File: config.mk
export PLATFORM = sky130hd
export DESIGN_NAME = probe_command_decoder
export DESIGN_NICKNAME = d
export VERILOG_FILES = /design/src/hw/probe_cmd_pkg.sv /design/src/hw/word_limit.sv /design/src/hw/probe_command_decoder.sv
export VERILOG_INCLUDE_DIRS = /design/src /design/src/hw
export SDC_FILE = /design/constraint.sdc
export NUM_CORES = 2
export LEC_CHECK = 0
export BUFFER_PORTS_ARGS = -buffer_cell sky130_fd_sc_hd__buf_2
export CAP_MARGIN = 10
export CORE_MARGIN = 3
export CORE_UTILIZATION = 50
export CTS_CLUSTER_DIAMETER = 40
export DETAILED_ROUTE_END_ITERATION = 8
export HOLD_SLACK_MARGIN = 0.02
export PLACE_DENSITY = 0.71
export SYNTH_ARGS = -nofsm -noshare
export SYNTH_HDL_FRONTEND = slang
export SYNTH_SLANG_ARGS = --single-unit
File: constraint.sdc
create_clock -name pclk -period 5.87 [get_ports pclk]
set_clock_uncertainty 0.05 [all_clocks]
set_input_delay 0.2935 -clock pclk [delete_from_list [all_inputs] [get_ports pclk]]
set_output_delay 0.2935 -clock pclk [all_outputs]
set_load 0.01 [all_outputs]
File: src/hw/probe_cmd_map.svh
// offsets, packet layout, reset values and limits of the probe command decoder
`ifndef PROBE_CMD_MAP_SVH
`define PROBE_CMD_MAP_SVH

// apb register byte offsets
`define REG_CTRL_OFS        8'h00
`define REG_STATUS_OFS      8'h04
`define REG_GOOD_CNT_OFS    8'h08
`define REG_BAD_CNT_OFS     8'h0C
`define REG_AIR_SPEED_OFS   8'h10
`define REG_HEATER_EN_OFS   8'h14

// register fields and reset values
`define CTRL_DECODE_EN_BIT  0
`define CTRL_RESET_VAL      1'h1
`define STATUS_CMD_LSB      8

// packet framing
`define FLAG_CHAR_C         8'h43
`define FLAG_CHAR_U         8'h55
`define CMD_SET_MASK        8'h01
`define CMD_AIR_SPEED       8'h02
`define CMD_CONTROL         8'h03
`define LEN_SET_MASK        8'h24
`define LEN_AIR_SPEED       8'h08
`define LEN_CONTROL         8'h42
// last position covered by the control checksum, as printed
`define CTRL_CSUM_LAST      7'h25

// character positions inside a packet (1-based)
`define POS_MASK_H          4
`define POS_MASK_V          20
`define POS_AIR_SPEED       4
`define POS_HEAT_EN_LO      4
`define POS_HEAT_EN_HI      5
`define POS_MODE            6
`define POS_THRESH          8
`define POS_H_LASER_PWR     34
`define POS_V_LASER_PWR     36
`define POS_AM_H_MAX        38
`define POS_AM_H_REJ        40
`define POS_AM_H_MIN        42
`define POS_AM_V_MAX        44
`define POS_AM_V_REJ        46
`define POS_AM_V_MIN        48
`define POS_BLOCKS          50
`define POS_TX_DIV          52
`define POS_PID_P           56
`define POS_PID_I           58

// mode byte fields
`define MODE_BUILD_H_BIT    0
`define MODE_BUILD_V_BIT    1
`define MODE_COMP_LSB       2
`define MODE_H_MANUAL_BIT   4
`define MODE_V_MANUAL_BIT   5

// value limits and defaults
`define THRESH_MIN          (-17'sd2040)
`define THRESH_MAX          (17'sd2040)
`define LASER_PWR_MIN       (17'sd0)
`define LASER_PWR_MAX       (17'sd4095)
`define DEF_AM_MAX_SLICES   16'h0064
`define DEF_AM_REJECT_PCT   16'h00C8
`define DEF_AM_MIN_SLICES   16'h0001
`define DEF_BLOCKS_PER_SEC  16'h0050
`define DEF_TX_DIVIDER      16'h0009
// consumers divide the pid gain words by this before use as float
`define PID_GAIN_DIVISOR    32'h0098_9680

`endif

File: src/hw/probe_cmd_pkg.sv
// types shared by the probe command decoder
package probe_cmd_pkg;

    typedef enum logic [1:0] {
        ST_HUNT = 2'b00,
        ST_LEN  = 2'b01,
        ST_CMD  = 2'b10,
        ST_BODY = 2'b11
    } decode_state_t;

    typedef enum logic [1:0] {
        COMP_STEREO = 2'b00,
        COMP_BOTH   = 2'b01,
        COMP_HORIZ  = 2'b10,
        COMP_VERT   = 2'b11
    } compress_mode_t;

    typedef logic [15:0] word_t;

endpackage

File: src/hw/word_limit.sv
// clamps a received 16-bit word into a fixed window
`timescale 1ns/100ps
module word_limit #(
    parameter logic signed [16:0] LO        = -17'sd2040,
    parameter logic signed [16:0] HI        = 17'sd2040,
    parameter bit                 IS_SIGNED = 1'b1
) (
    input  logic [15:0] in_word,
    output logic [15:0] out_word
);
    logic signed [16:0] ext;

    // widen by one bit so signed and unsigned words compare alike
    always_comb begin
        ext = IS_SIGNED ? {in_word[15], in_word} : {1'b0, in_word};
        if (ext < LO) begin
            out_word = LO[15:0];
        end else if (ext > HI) begin
            out_word = HI[15:0];
        end else begin
            out_word = in_word;
        end
    end
endmodule // word_limit

File: src/hw/probe_command_decoder.sv
// command packet decoder with apb status and control registers
`timescale 1ns/100ps
`include "probe_cmd_map.svh"

// Functional notes
// - set-mask: C, 36, cmd 1, two masks, checksum
// - air-speed: C, 8, cmd 2, four chars, checksum
// - air-speed float assembled most significant first
// - control: U, 66, cmd 3, checksum at 66
// - chars 4/5 enable heater zones 0-12
// - each enable pairs with its threshold pair
// - mode bits 0/1 request mask builds
// - mode bits 2-3 select compression mode
// - mode bits 4/5 select laser auto/manual
// - sync bit 6 and bit 7 ignored
// - thirteen signed thresholds, limited to +-2040
// - laser powers at 34/36, limited 0-4095
// - integers travel high byte first
// - auto-mask max slices, default 100
// - auto-mask reject percent, default 2 percent
// - auto-mask min slices to run, default 1
// - positions 50-51 give blocks per second
// - positions 52-53 give transmit divider word
// - defaults 0x50 blocks and divider 9
// - pid gain words, consumers divide by 1e7
// - act only on verified checksum
module probe_command_decoder
    import probe_cmd_pkg::*;
(
    input  logic                         pclk,
    input  logic                         presetn,
    input  logic                         psel,
    input  logic                         penable,
    input  logic                         pwrite,
    input  logic [7:0]                   paddr,
    input  logic [31:0]                  pwdata,
    output logic [31:0]                  prdata,
    output logic                         pready,
    output logic                         pslverr,
    input  logic                         rx_valid,
    input  logic [7:0]                   rx_data,
    output logic [127:0]                 h_mask,
    output logic [127:0]                 v_mask,
    output logic                         mask_load,
    output logic [31:0]                  air_speed_clock,
    output logic                         air_speed_load,
    output logic [12:0]                  heater_en,
    output logic [12:0][15:0]            heater_thresh,
    output logic [15:0]                  h_laser_pwr,
    output logic [15:0]                  v_laser_pwr,
    output logic                         build_h_mask,
    output logic                         build_v_mask,
    output probe_cmd_pkg::compress_mode_t compress_mode,
    output logic                         h_laser_manual,
    output logic                         v_laser_manual,
    output logic [15:0]                  automask_max_slices_h,
    output logic [15:0]                  automask_reject_pct_h,
    output logic [15:0]                  automask_min_slices_run_h,
    output logic [15:0]                  automask_max_slices_v,
    output logic [15:0]                  automask_reject_pct_v,
    output logic [15:0]                  automask_min_slices_run_v,
    output logic [15:0]                  blocks_per_sec,
    output logic [15:0]                  tx_divider,
    output logic [15:0]                  pid_p_gain,
    output logic [15:0]                  pid_i_gain,
    output logic                         ctrl_load
);
    import probe_cmd_pkg::*;

    typedef struct packed {
        decode_state_t      state;
        logic [6:0]         pos;
        logic [7:0]         len;
        logic [7:0]         flag;
        logic [6:0]         csum_last;
        logic [7:0]         sum;
        logic [66:1][7:0]   pkt;
        logic               decode_en;
        logic [15:0]        good_cnt;
        logic [15:0]        bad_cnt;
        logic [7:0]         last_cmd;
        logic               pready;
        logic               pslverr;
        logic [31:0]        prdata;
        logic [127:0]       h_mask;
        logic [127:0]       v_mask;
        logic               mask_load;
        logic [31:0]        air_speed;
        logic               air_speed_load;
        logic [12:0]        heater_en;
        logic [12:0][15:0]  heater_thresh;
        logic [15:0]        h_laser_pwr;
        logic [15:0]        v_laser_pwr;
        logic               build_h;
        logic               build_v;
        compress_mode_t     comp_mode;
        logic               h_manual;
        logic               v_manual;
        logic [15:0]        am_h_max;
        logic [15:0]        am_h_rej;
        logic [15:0]        am_h_min;
        logic [15:0]        am_v_max;
        logic [15:0]        am_v_rej;
        logic [15:0]        am_v_min;
        logic [15:0]        blocks;
        logic [15:0]        tx_div;
        logic [15:0]        pid_p;
        logic [15:0]        pid_i;
        logic               ctrl_load;
    } dec_state_t;

    // reset image: only the documented defaults are non-zero
    localparam dec_state_t RESET_VAL = '{
        state     : ST_HUNT,
        decode_en : `CTRL_RESET_VAL,
        comp_mode : COMP_STEREO,
        am_h_max  : `DEF_AM_MAX_SLICES,
        am_h_rej  : `DEF_AM_REJECT_PCT,
        am_h_min  : `DEF_AM_MIN_SLICES,
        am_v_max  : `DEF_AM_MAX_SLICES,
        am_v_rej  : `DEF_AM_REJECT_PCT,
        am_v_min  : `DEF_AM_MIN_SLICES,
        blocks    : `DEF_BLOCKS_PER_SEC,
        tx_div    : `DEF_TX_DIVIDER,
        default   : '0
    };

    dec_state_t         s_r;
    dec_state_t         s_nxt;
    logic [12:0][15:0]  thresh_lim;
    logic [15:0]        h_pwr_lim;
    logic [15:0]        v_pwr_lim;

    // threshold words are limited as they leave the buffer, high byte first
    genvar gi;
    generate
        for (gi = 0; gi < 13; gi++) begin : g_thresh
            word_limit #(
                .LO        (`THRESH_MIN),
                .HI        (`THRESH_MAX),
                .IS_SIGNED (1'b1)
            ) u_thresh_lim (
                .in_word  ({s_r.pkt[`POS_THRESH + 2*gi],
                            s_r.pkt[`POS_THRESH + 2*gi + 1]}),
                .out_word (thresh_lim[gi])
            );
        end
    endgenerate

    // laser power is unsigned, so a word above 0x7FFF clamps high not low
    word_limit #(
        .LO        (`LASER_PWR_MIN),
        .HI        (`LASER_PWR_MAX),
        .IS_SIGNED (1'b0)
    ) u_h_pwr_lim (
        .in_word  ({s_r.pkt[`POS_H_LASER_PWR], s_r.pkt[`POS_H_LASER_PWR + 1]}),
        .out_word (h_pwr_lim)
    );

    word_limit #(
        .LO        (`LASER_PWR_MIN),
        .HI        (`LASER_PWR_MAX),
        .IS_SIGNED (1'b0)
    ) u_v_pwr_lim (
        .in_word  ({s_r.pkt[`POS_V_LASER_PWR], s_r.pkt[`POS_V_LASER_PWR + 1]}),
        .out_word (v_pwr_lim)
    );

    // big-endian word at a packet position
    function automatic word_t be_word(input logic [66:1][7:0] pk, input int p);
        be_word = {pk[p], pk[p + 1]};
    endfunction

    // next-state logic: apb slave first so that counter increments win over clears
    always_comb begin
        logic [6:0] p;
        logic [7:0] mode;
        p    = s_r.pos + 7'h01;
        mode = s_r.pkt[`POS_MODE];
        s_nxt                = s_r;
        s_nxt.pready         = 1'b0;
        s_nxt.pslverr        = 1'b0;
        s_nxt.mask_load      = 1'b0;
        s_nxt.air_speed_load = 1'b0;
        s_nxt.ctrl_load      = 1'b0;
        s_nxt.build_h        = 1'b0;
        s_nxt.build_v        = 1'b0;

        // setup phase: read data and error are registered, zero wait states
        if (psel && !penable) begin
            s_nxt.pready = 1'b1;
            s_nxt.prdata = 32'h0000_0000;
            unique case (paddr)
                `REG_CTRL_OFS:      s_nxt.prdata[`CTRL_DECODE_EN_BIT] = s_r.decode_en;
                `REG_STATUS_OFS:    s_nxt.prdata = {16'h0000, s_r.last_cmd, 6'h00, s_r.state};
                `REG_GOOD_CNT_OFS:  s_nxt.prdata = {16'h0000, s_r.good_cnt};
                `REG_BAD_CNT_OFS:   s_nxt.prdata = {16'h0000, s_r.bad_cnt};
                `REG_AIR_SPEED_OFS: s_nxt.prdata = s_r.air_speed;
                `REG_HEATER_EN_OFS: s_nxt.prdata = {19'h00000, s_r.heater_en};
                default:            s_nxt.pslverr = 1'b1;
            endcase
        end

        // access phase: write lands on the edge that samples pready high
        if (psel && penable && s_r.pready && pwrite && !s_r.pslverr) begin
            unique case (paddr)
                `REG_CTRL_OFS:     s_nxt.decode_en = pwdata[`CTRL_DECODE_EN_BIT];
                `REG_GOOD_CNT_OFS: s_nxt.good_cnt = 16'h0000;
                `REG_BAD_CNT_OFS:  s_nxt.bad_cnt = 16'h0000;
                default: ;
            endcase
        end

        // disabling mid-packet drops it, nothing half-decoded is applied
        if (!s_r.decode_en) begin
            s_nxt.state = ST_HUNT;
        end else if (rx_valid) begin
            unique case (s_r.state)
                ST_HUNT: begin
                    // anything but a flag is line noise while hunting
                    if (rx_data == `FLAG_CHAR_C || rx_data == `FLAG_CHAR_U) begin
                        s_nxt.pkt[1] = rx_data;
                        s_nxt.flag   = rx_data;
                        s_nxt.sum    = rx_data;
                        s_nxt.pos    = 7'h01;
                        s_nxt.state  = ST_LEN;
                    end
                end
                ST_LEN: begin
                    s_nxt.pkt[2] = rx_data;
                    s_nxt.len    = rx_data;
                    s_nxt.sum    = s_r.sum + rx_data;
                    s_nxt.pos    = 7'h02;
                    s_nxt.state  = ST_CMD;
                end
                ST_CMD: begin
                    s_nxt.pkt[3] = rx_data;
                    s_nxt.sum    = s_r.sum + rx_data;
                    s_nxt.pos    = 7'h03;
                    s_nxt.state  = ST_BODY;
                    if (s_r.flag == `FLAG_CHAR_C && rx_data == `CMD_SET_MASK &&
                        s_r.len == `LEN_SET_MASK) begin
                        s_nxt.csum_last = 7'(`LEN_SET_MASK - 8'h01);
                    end else if (s_r.flag == `FLAG_CHAR_C && rx_data == `CMD_AIR_SPEED &&
                                 s_r.len == `LEN_AIR_SPEED) begin
                        s_nxt.csum_last = 7'(`LEN_AIR_SPEED - 8'h01);
                    end else if (s_r.flag == `FLAG_CHAR_U && rx_data == `CMD_CONTROL &&
                                 s_r.len == `LEN_CONTROL) begin
                        s_nxt.csum_last = `CTRL_CSUM_LAST;
                    end else begin
                        // unknown combination: drop and look for the next flag
                        s_nxt.bad_cnt = s_nxt.bad_cnt + 16'h0001;
                        s_nxt.state   = ST_HUNT;
                    end
                end
                ST_BODY: begin
                    s_nxt.pkt[p] = rx_data;
                    s_nxt.pos    = p;
                    if ({1'b0, p} != s_r.len) begin
                        if (p <= s_r.csum_last) begin
                            s_nxt.sum = s_r.sum + rx_data;
                        end
                    end else begin
                        s_nxt.state = ST_HUNT;
                        // a failed checksum leaves every setting untouched
                        if (rx_data != s_r.sum) begin
                            s_nxt.bad_cnt = s_nxt.bad_cnt + 16'h0001;
                        end else begin
                            s_nxt.good_cnt = s_nxt.good_cnt + 16'h0001;
                            s_nxt.last_cmd = s_r.pkt[3];
                            unique case (s_r.pkt[3])
                                `CMD_SET_MASK: begin
                                    // first mask character lands in the top byte
                                    for (int i = 0; i < 16; i++) begin
                                        s_nxt.h_mask[127 - 8*i -: 8] = s_r.pkt[`POS_MASK_H + i];
                                        s_nxt.v_mask[127 - 8*i -: 8] = s_r.pkt[`POS_MASK_V + i];
                                    end
                                    s_nxt.mask_load = 1'b1;
                                end
                                `CMD_AIR_SPEED: begin
                                    s_nxt.air_speed = {s_r.pkt[`POS_AIR_SPEED],
                                                       s_r.pkt[`POS_AIR_SPEED + 1],
                                                       s_r.pkt[`POS_AIR_SPEED + 2],
                                                       s_r.pkt[`POS_AIR_SPEED + 3]};
                                    s_nxt.air_speed_load = 1'b1;
                                end
                                default: begin
                                    // spare bits 5-7 of the high enable byte dropped
                                    s_nxt.heater_en = {s_r.pkt[`POS_HEAT_EN_HI][4:0],
                                                       s_r.pkt[`POS_HEAT_EN_LO]};
                                    s_nxt.heater_thresh = thresh_lim;
                                    s_nxt.build_h  = mode[`MODE_BUILD_H_BIT];
                                    s_nxt.build_v  = mode[`MODE_BUILD_V_BIT];
                                    s_nxt.comp_mode =
                                        compress_mode_t'(mode[`MODE_COMP_LSB +: 2]);
                                    s_nxt.h_manual = mode[`MODE_H_MANUAL_BIT];
                                    s_nxt.v_manual = mode[`MODE_V_MANUAL_BIT];
                                    // bits 6 and 7 of the mode byte have no consumer
                                    s_nxt.h_laser_pwr = h_pwr_lim;
                                    s_nxt.v_laser_pwr = v_pwr_lim;
                                    s_nxt.am_h_max = be_word(s_r.pkt, `POS_AM_H_MAX);
                                    s_nxt.am_v_max = be_word(s_r.pkt, `POS_AM_V_MAX);
                                    s_nxt.am_h_rej = be_word(s_r.pkt, `POS_AM_H_REJ);
                                    s_nxt.am_v_rej = be_word(s_r.pkt, `POS_AM_V_REJ);
                                    s_nxt.am_h_min = be_word(s_r.pkt, `POS_AM_H_MIN);
                                    s_nxt.am_v_min = be_word(s_r.pkt, `POS_AM_V_MIN);
                                    s_nxt.blocks   = be_word(s_r.pkt, `POS_BLOCKS);
                                    // divider is passed on though nothing downstream needs it
                                    s_nxt.tx_div   = be_word(s_r.pkt, `POS_TX_DIV);
                                    s_nxt.pid_p    = be_word(s_r.pkt, `POS_PID_P);
                                    s_nxt.pid_i    = be_word(s_r.pkt, `POS_PID_I);
                                    s_nxt.ctrl_load = 1'b1;
                                end
                            endcase
                        end
                    end
                end
            endcase
        end
    end

    // single state register; defaults come back with every reset
    always_ff @(posedge pclk or negedge presetn) begin
        if (!presetn) begin
            s_r <= RESET_VAL;
        end else begin
            s_r <= s_nxt;
        end
    end

    // all outputs are plain views of the state register
    assign prdata                    = s_r.prdata;
    assign pready                    = s_r.pready;
    assign pslverr                   = s_r.pslverr;
    assign h_mask                    = s_r.h_mask;
    assign v_mask                    = s_r.v_mask;
    assign mask_load                 = s_r.mask_load;
    assign air_speed_clock           = s_r.air_speed;
    assign air_speed_load            = s_r.air_speed_load;
    assign heater_en                 = s_r.heater_en;
    assign heater_thresh             = s_r.heater_thresh;
    assign h_laser_pwr               = s_r.h_laser_pwr;
    assign v_laser_pwr               = s_r.v_laser_pwr;
    assign build_h_mask              = s_r.build_h;
    assign build_v_mask              = s_r.build_v;
    assign compress_mode             = s_r.comp_mode;
    assign h_laser_manual            = s_r.h_manual;
    assign v_laser_manual            = s_r.v_manual;
    assign automask_max_slices_h     = s_r.am_h_max;
    assign automask_reject_pct_h     = s_r.am_h_rej;
    assign automask_min_slices_run_h = s_r.am_h_min;
    assign automask_max_slices_v     = s_r.am_v_max;
    assign automask_reject_pct_v     = s_r.am_v_rej;
    assign automask_min_slices_run_v = s_r.am_v_min;
    assign blocks_per_sec            = s_r.blocks;
    assign tx_divider                = s_r.tx_div;
    assign pid_p_gain                = s_r.pid_p;
    assign pid_i_gain                = s_r.pid_i;
    assign ctrl_load                 = s_r.ctrl_load;

endmodule // probe_command_decoder

==> reports/results.txt <==
Post-synth EDFFs: 0
Pins Over Slew Limit: 0
Post-synth top cells: dfrtp_1 (1243), nand2_1 (806), buf_4 (748)
GRT overflow: 0
peak fanout along the critical path: 121
FMAX: 227 MHz
top cell type's share of synthesized area: 55.5%
final setup fails: 0
critical path endpoint category: flip-flop
clock sink total: 1262
Post-Syn Area: 0.0560 mm²
Final Net Count: 4959
post-route ant nets: 0
Via density: 5.42
VDD IR max: 0.264 mV
max incr delay on CP: 0.63 ns
Max-Cap Viols: 0
PostCTS Resize Cnt: 0
clock latency on the worst-skew pair: 0.74 ns
first-pass GRT wire length: 224000 µm
All-Layer GR Usage: 25.2%
CP Cell Sequence: buf_4 > ha_1 > xnor2_1 > inv_2 > o221a_2 > o22ai_1 > or3_1 > nor4_4 > buf_12 > mux2_2
clock buffer depth: 3
Critical Path AT: 4.97 ns
most numerous cell in the Yosys netlist: dfrtp_1
full die area: 0.116 mm²
Ys Warns: 0
Avg WL per Cell: 22.7 µm
HPWL Detailed: 98300 µm
slowest cell on the critical path: or3_1
largest net degree at the start of global routing: 184
CP delay by family, top: simple AND/OR/NAND/NOR gates
sequential area share after synthesis: 56.4%
number of detailed-route iterations in the first pass: 5
vias in the first global route: 35800
IO Port Bufs: 766
Placed Instances: 6204
final count of hold timing violations: 0
RSZ-0062 raised after global routing: no
Leak: 34.1 nW
FFs w/ async S/R, synth: 100%
Most used DFF post-synth: dfrtp_1
Synth Register Bits: 1262
initial drt markers: 2506
worst rel slew slack: 15.8%
area leader, netlist: dfrtp_1
fin crit share: 75.1%
initial antenna violation count: 6
gate count after technology mapping: 4839
core footprint: 0.111 mm²
critical path class: reg2reg
actual slew at the worst max-slew pin: 1.26 ns
worst path bufs/invs: 3
CTS H-tree lvls: 4
min-delay worst type: in2reg
Cell variety after synth: 73
die width: 341 µm
Synth area leaders: dfrtp_1 (56%), mux2_2 (10%), buf_4 (10%), nand2_1 (5.4%), mux2_1 (4.9%)
row cnt: 122
TritonCTS clock tree: done
CP Data Required Time: 6.43 ns
status: complete, no violations
Final Wtd Congestion: 0.867
via count: 35300
Top-Level Pins: 798
CTS buffer count: 161
Die Y: 341 µm
post-layout min period: 4.41 ns
Starting Density: 50.5%
Power Dens Cells: 316 mW/mm²
total routed wirelength: 148000 µm
Layout area overhead: 10.3%
fraction of layout cells with a size suffix above 1: 32.8%
total nets after synthesis: 4908
setup TNS: 0 ns
Reg clk slew, reported paths: 0.06 ns
post-route insts no fill: 6514
syn avg cell area: 11.6 µm²
critical path startpoint category: flip-flop
Root Driver: clkbuf_16
WHS: 0.124 ns
DRC violations left: 0
[kinds of logic after synthesis]
family	after synthesis	share of synthesized area [%]
AOI/OAI and AO/OA	442	4.71
xor gates and xnor gates	39	0.634
adders and majority gates	15	0.348
buffers and inverters	975	11.9
DFF	1262	56.4
muxes	770	15.5
and+or+nand+nor	1336	10.6
[power breakdown]
| group | total [W] | leakage (nW) | switching (W) | internal [W] |
|---|---|---|---|---|
| registers | 0.00871 | 17.5 | 0.000000686 | 0.00871 |
| logic | 0.000331 | 13.7 | 0.000290 | 0.0000411 |
| clock network | 0.0105 | 2.83 | 0.00392 | 0.00659 |
[cell usage in the layout, fill, tap and decap left out, drive strengths merged, types with 4 or more instances in the layout]
| cell type | count |
|---|---|
| a21oi | 131 |
| nor2b | 28 |
| xnor2 | 11 |
| clkinvlp | 10 |
| or4 | 30 |
| o21ai | 159 |
| nor3 | 57 |
| and3 | 10 |
| nand4 | 56 |
| nand3 | 63 |
| dfrtp | 1243 |
| bufinv | 23 |
| dlygate4sd3 | 11 |
| nor2 | 172 |
| a22oi | 8 |
| a221oi | 10 |
| a21o | 65 |
| a22o | 22 |
| clkbuf | 212 |
| and4 | 6 |
| and2 | 31 |
| inv | 53 |
| nand2 | 806 |
| mux2 | 754 |
| dfstp | 19 |
| o22ai | 4 |
| mux2i | 15 |
| ha | 14 |
| nand2b | 12 |
| nor4 | 25 |
| buf | 820 |
| a31oi | 16 |
| or3 | 21 |
| xor2 | 27 |
| clkinv | 30 |
[timing repair]
action,in CTS,in global routing
hold buffers,11,0
hold endpoints to repair,132,0
buffers inserted,0,0
[per-layer routing]
layer  up-vias  wire, µm  GRT usage [%]  part of all wire (%)
li1      15800         -              -                     -
met1     18100     61200           32.4                    41
met2      1134     71800           41.6                    49
met3       265      9130           5.50                   6.2
met4         0      5470           9.97                   3.7
met5         -         0              0                     0
[per-stage QoR]
stage | power (W) | setup slack, ns | cell area [µm²] | utilization, %
after global routing | 0.0201 | 1.37 | 61800 | 55.7
final | 0.0195 | 1.46 | 61800 | 55.7
after floorplan | 0.00892 | 2.89 | 56000 | -
after detailed placement | 0.00920 | 1.61 | 55800 | 50.3
after CTS | 0.0197 | 1.57 | 61800 | 55.7
after global placement | 0.00920 | 1.66 | 55800 | 50.3
[worst paths after layout]
check                      slack (ns)                            startpoint  depth (start not counted)                                   end
min                              0.12                            rx_data[2]                          2                 s_r[1338]$_DFFE_PN0P_
min reg2reg                      0.40  automask_reject_pct_h[3]$_DFFE_PN1P_                          2  automask_reject_pct_h[3]$_DFFE_PN1P_
max                              1.46                 s_r[1344]$_DFFE_PN0P_                         10                 v_mask[1]$_DFFE_PN0P_
min in group asynchronous        0.14                               presetn                          2        heater_thresh[122]$_DFFE_PN0P_
max reg2reg                      1.46                 s_r[1344]$_DFFE_PN0P_                         10                 v_mask[1]$_DFFE_PN0P_
max in group asynchronous        4.02                               presetn                          3             pid_p_gain[3]$_DFFE_PN0P_
[final cells by class]
cell class                 instances  area, µm²
fill                            9195      49200
sequential                      1262      31600
multi-input combinational       2602      17800
clock buffer                     212       4600
timing repair buffer             831       4560
tap                             1488       1860
clock inverter                    84       1210
inverter                          32        120
antenna                            3       7.51
Note: power is estimated with default switching activity, not from simulation.
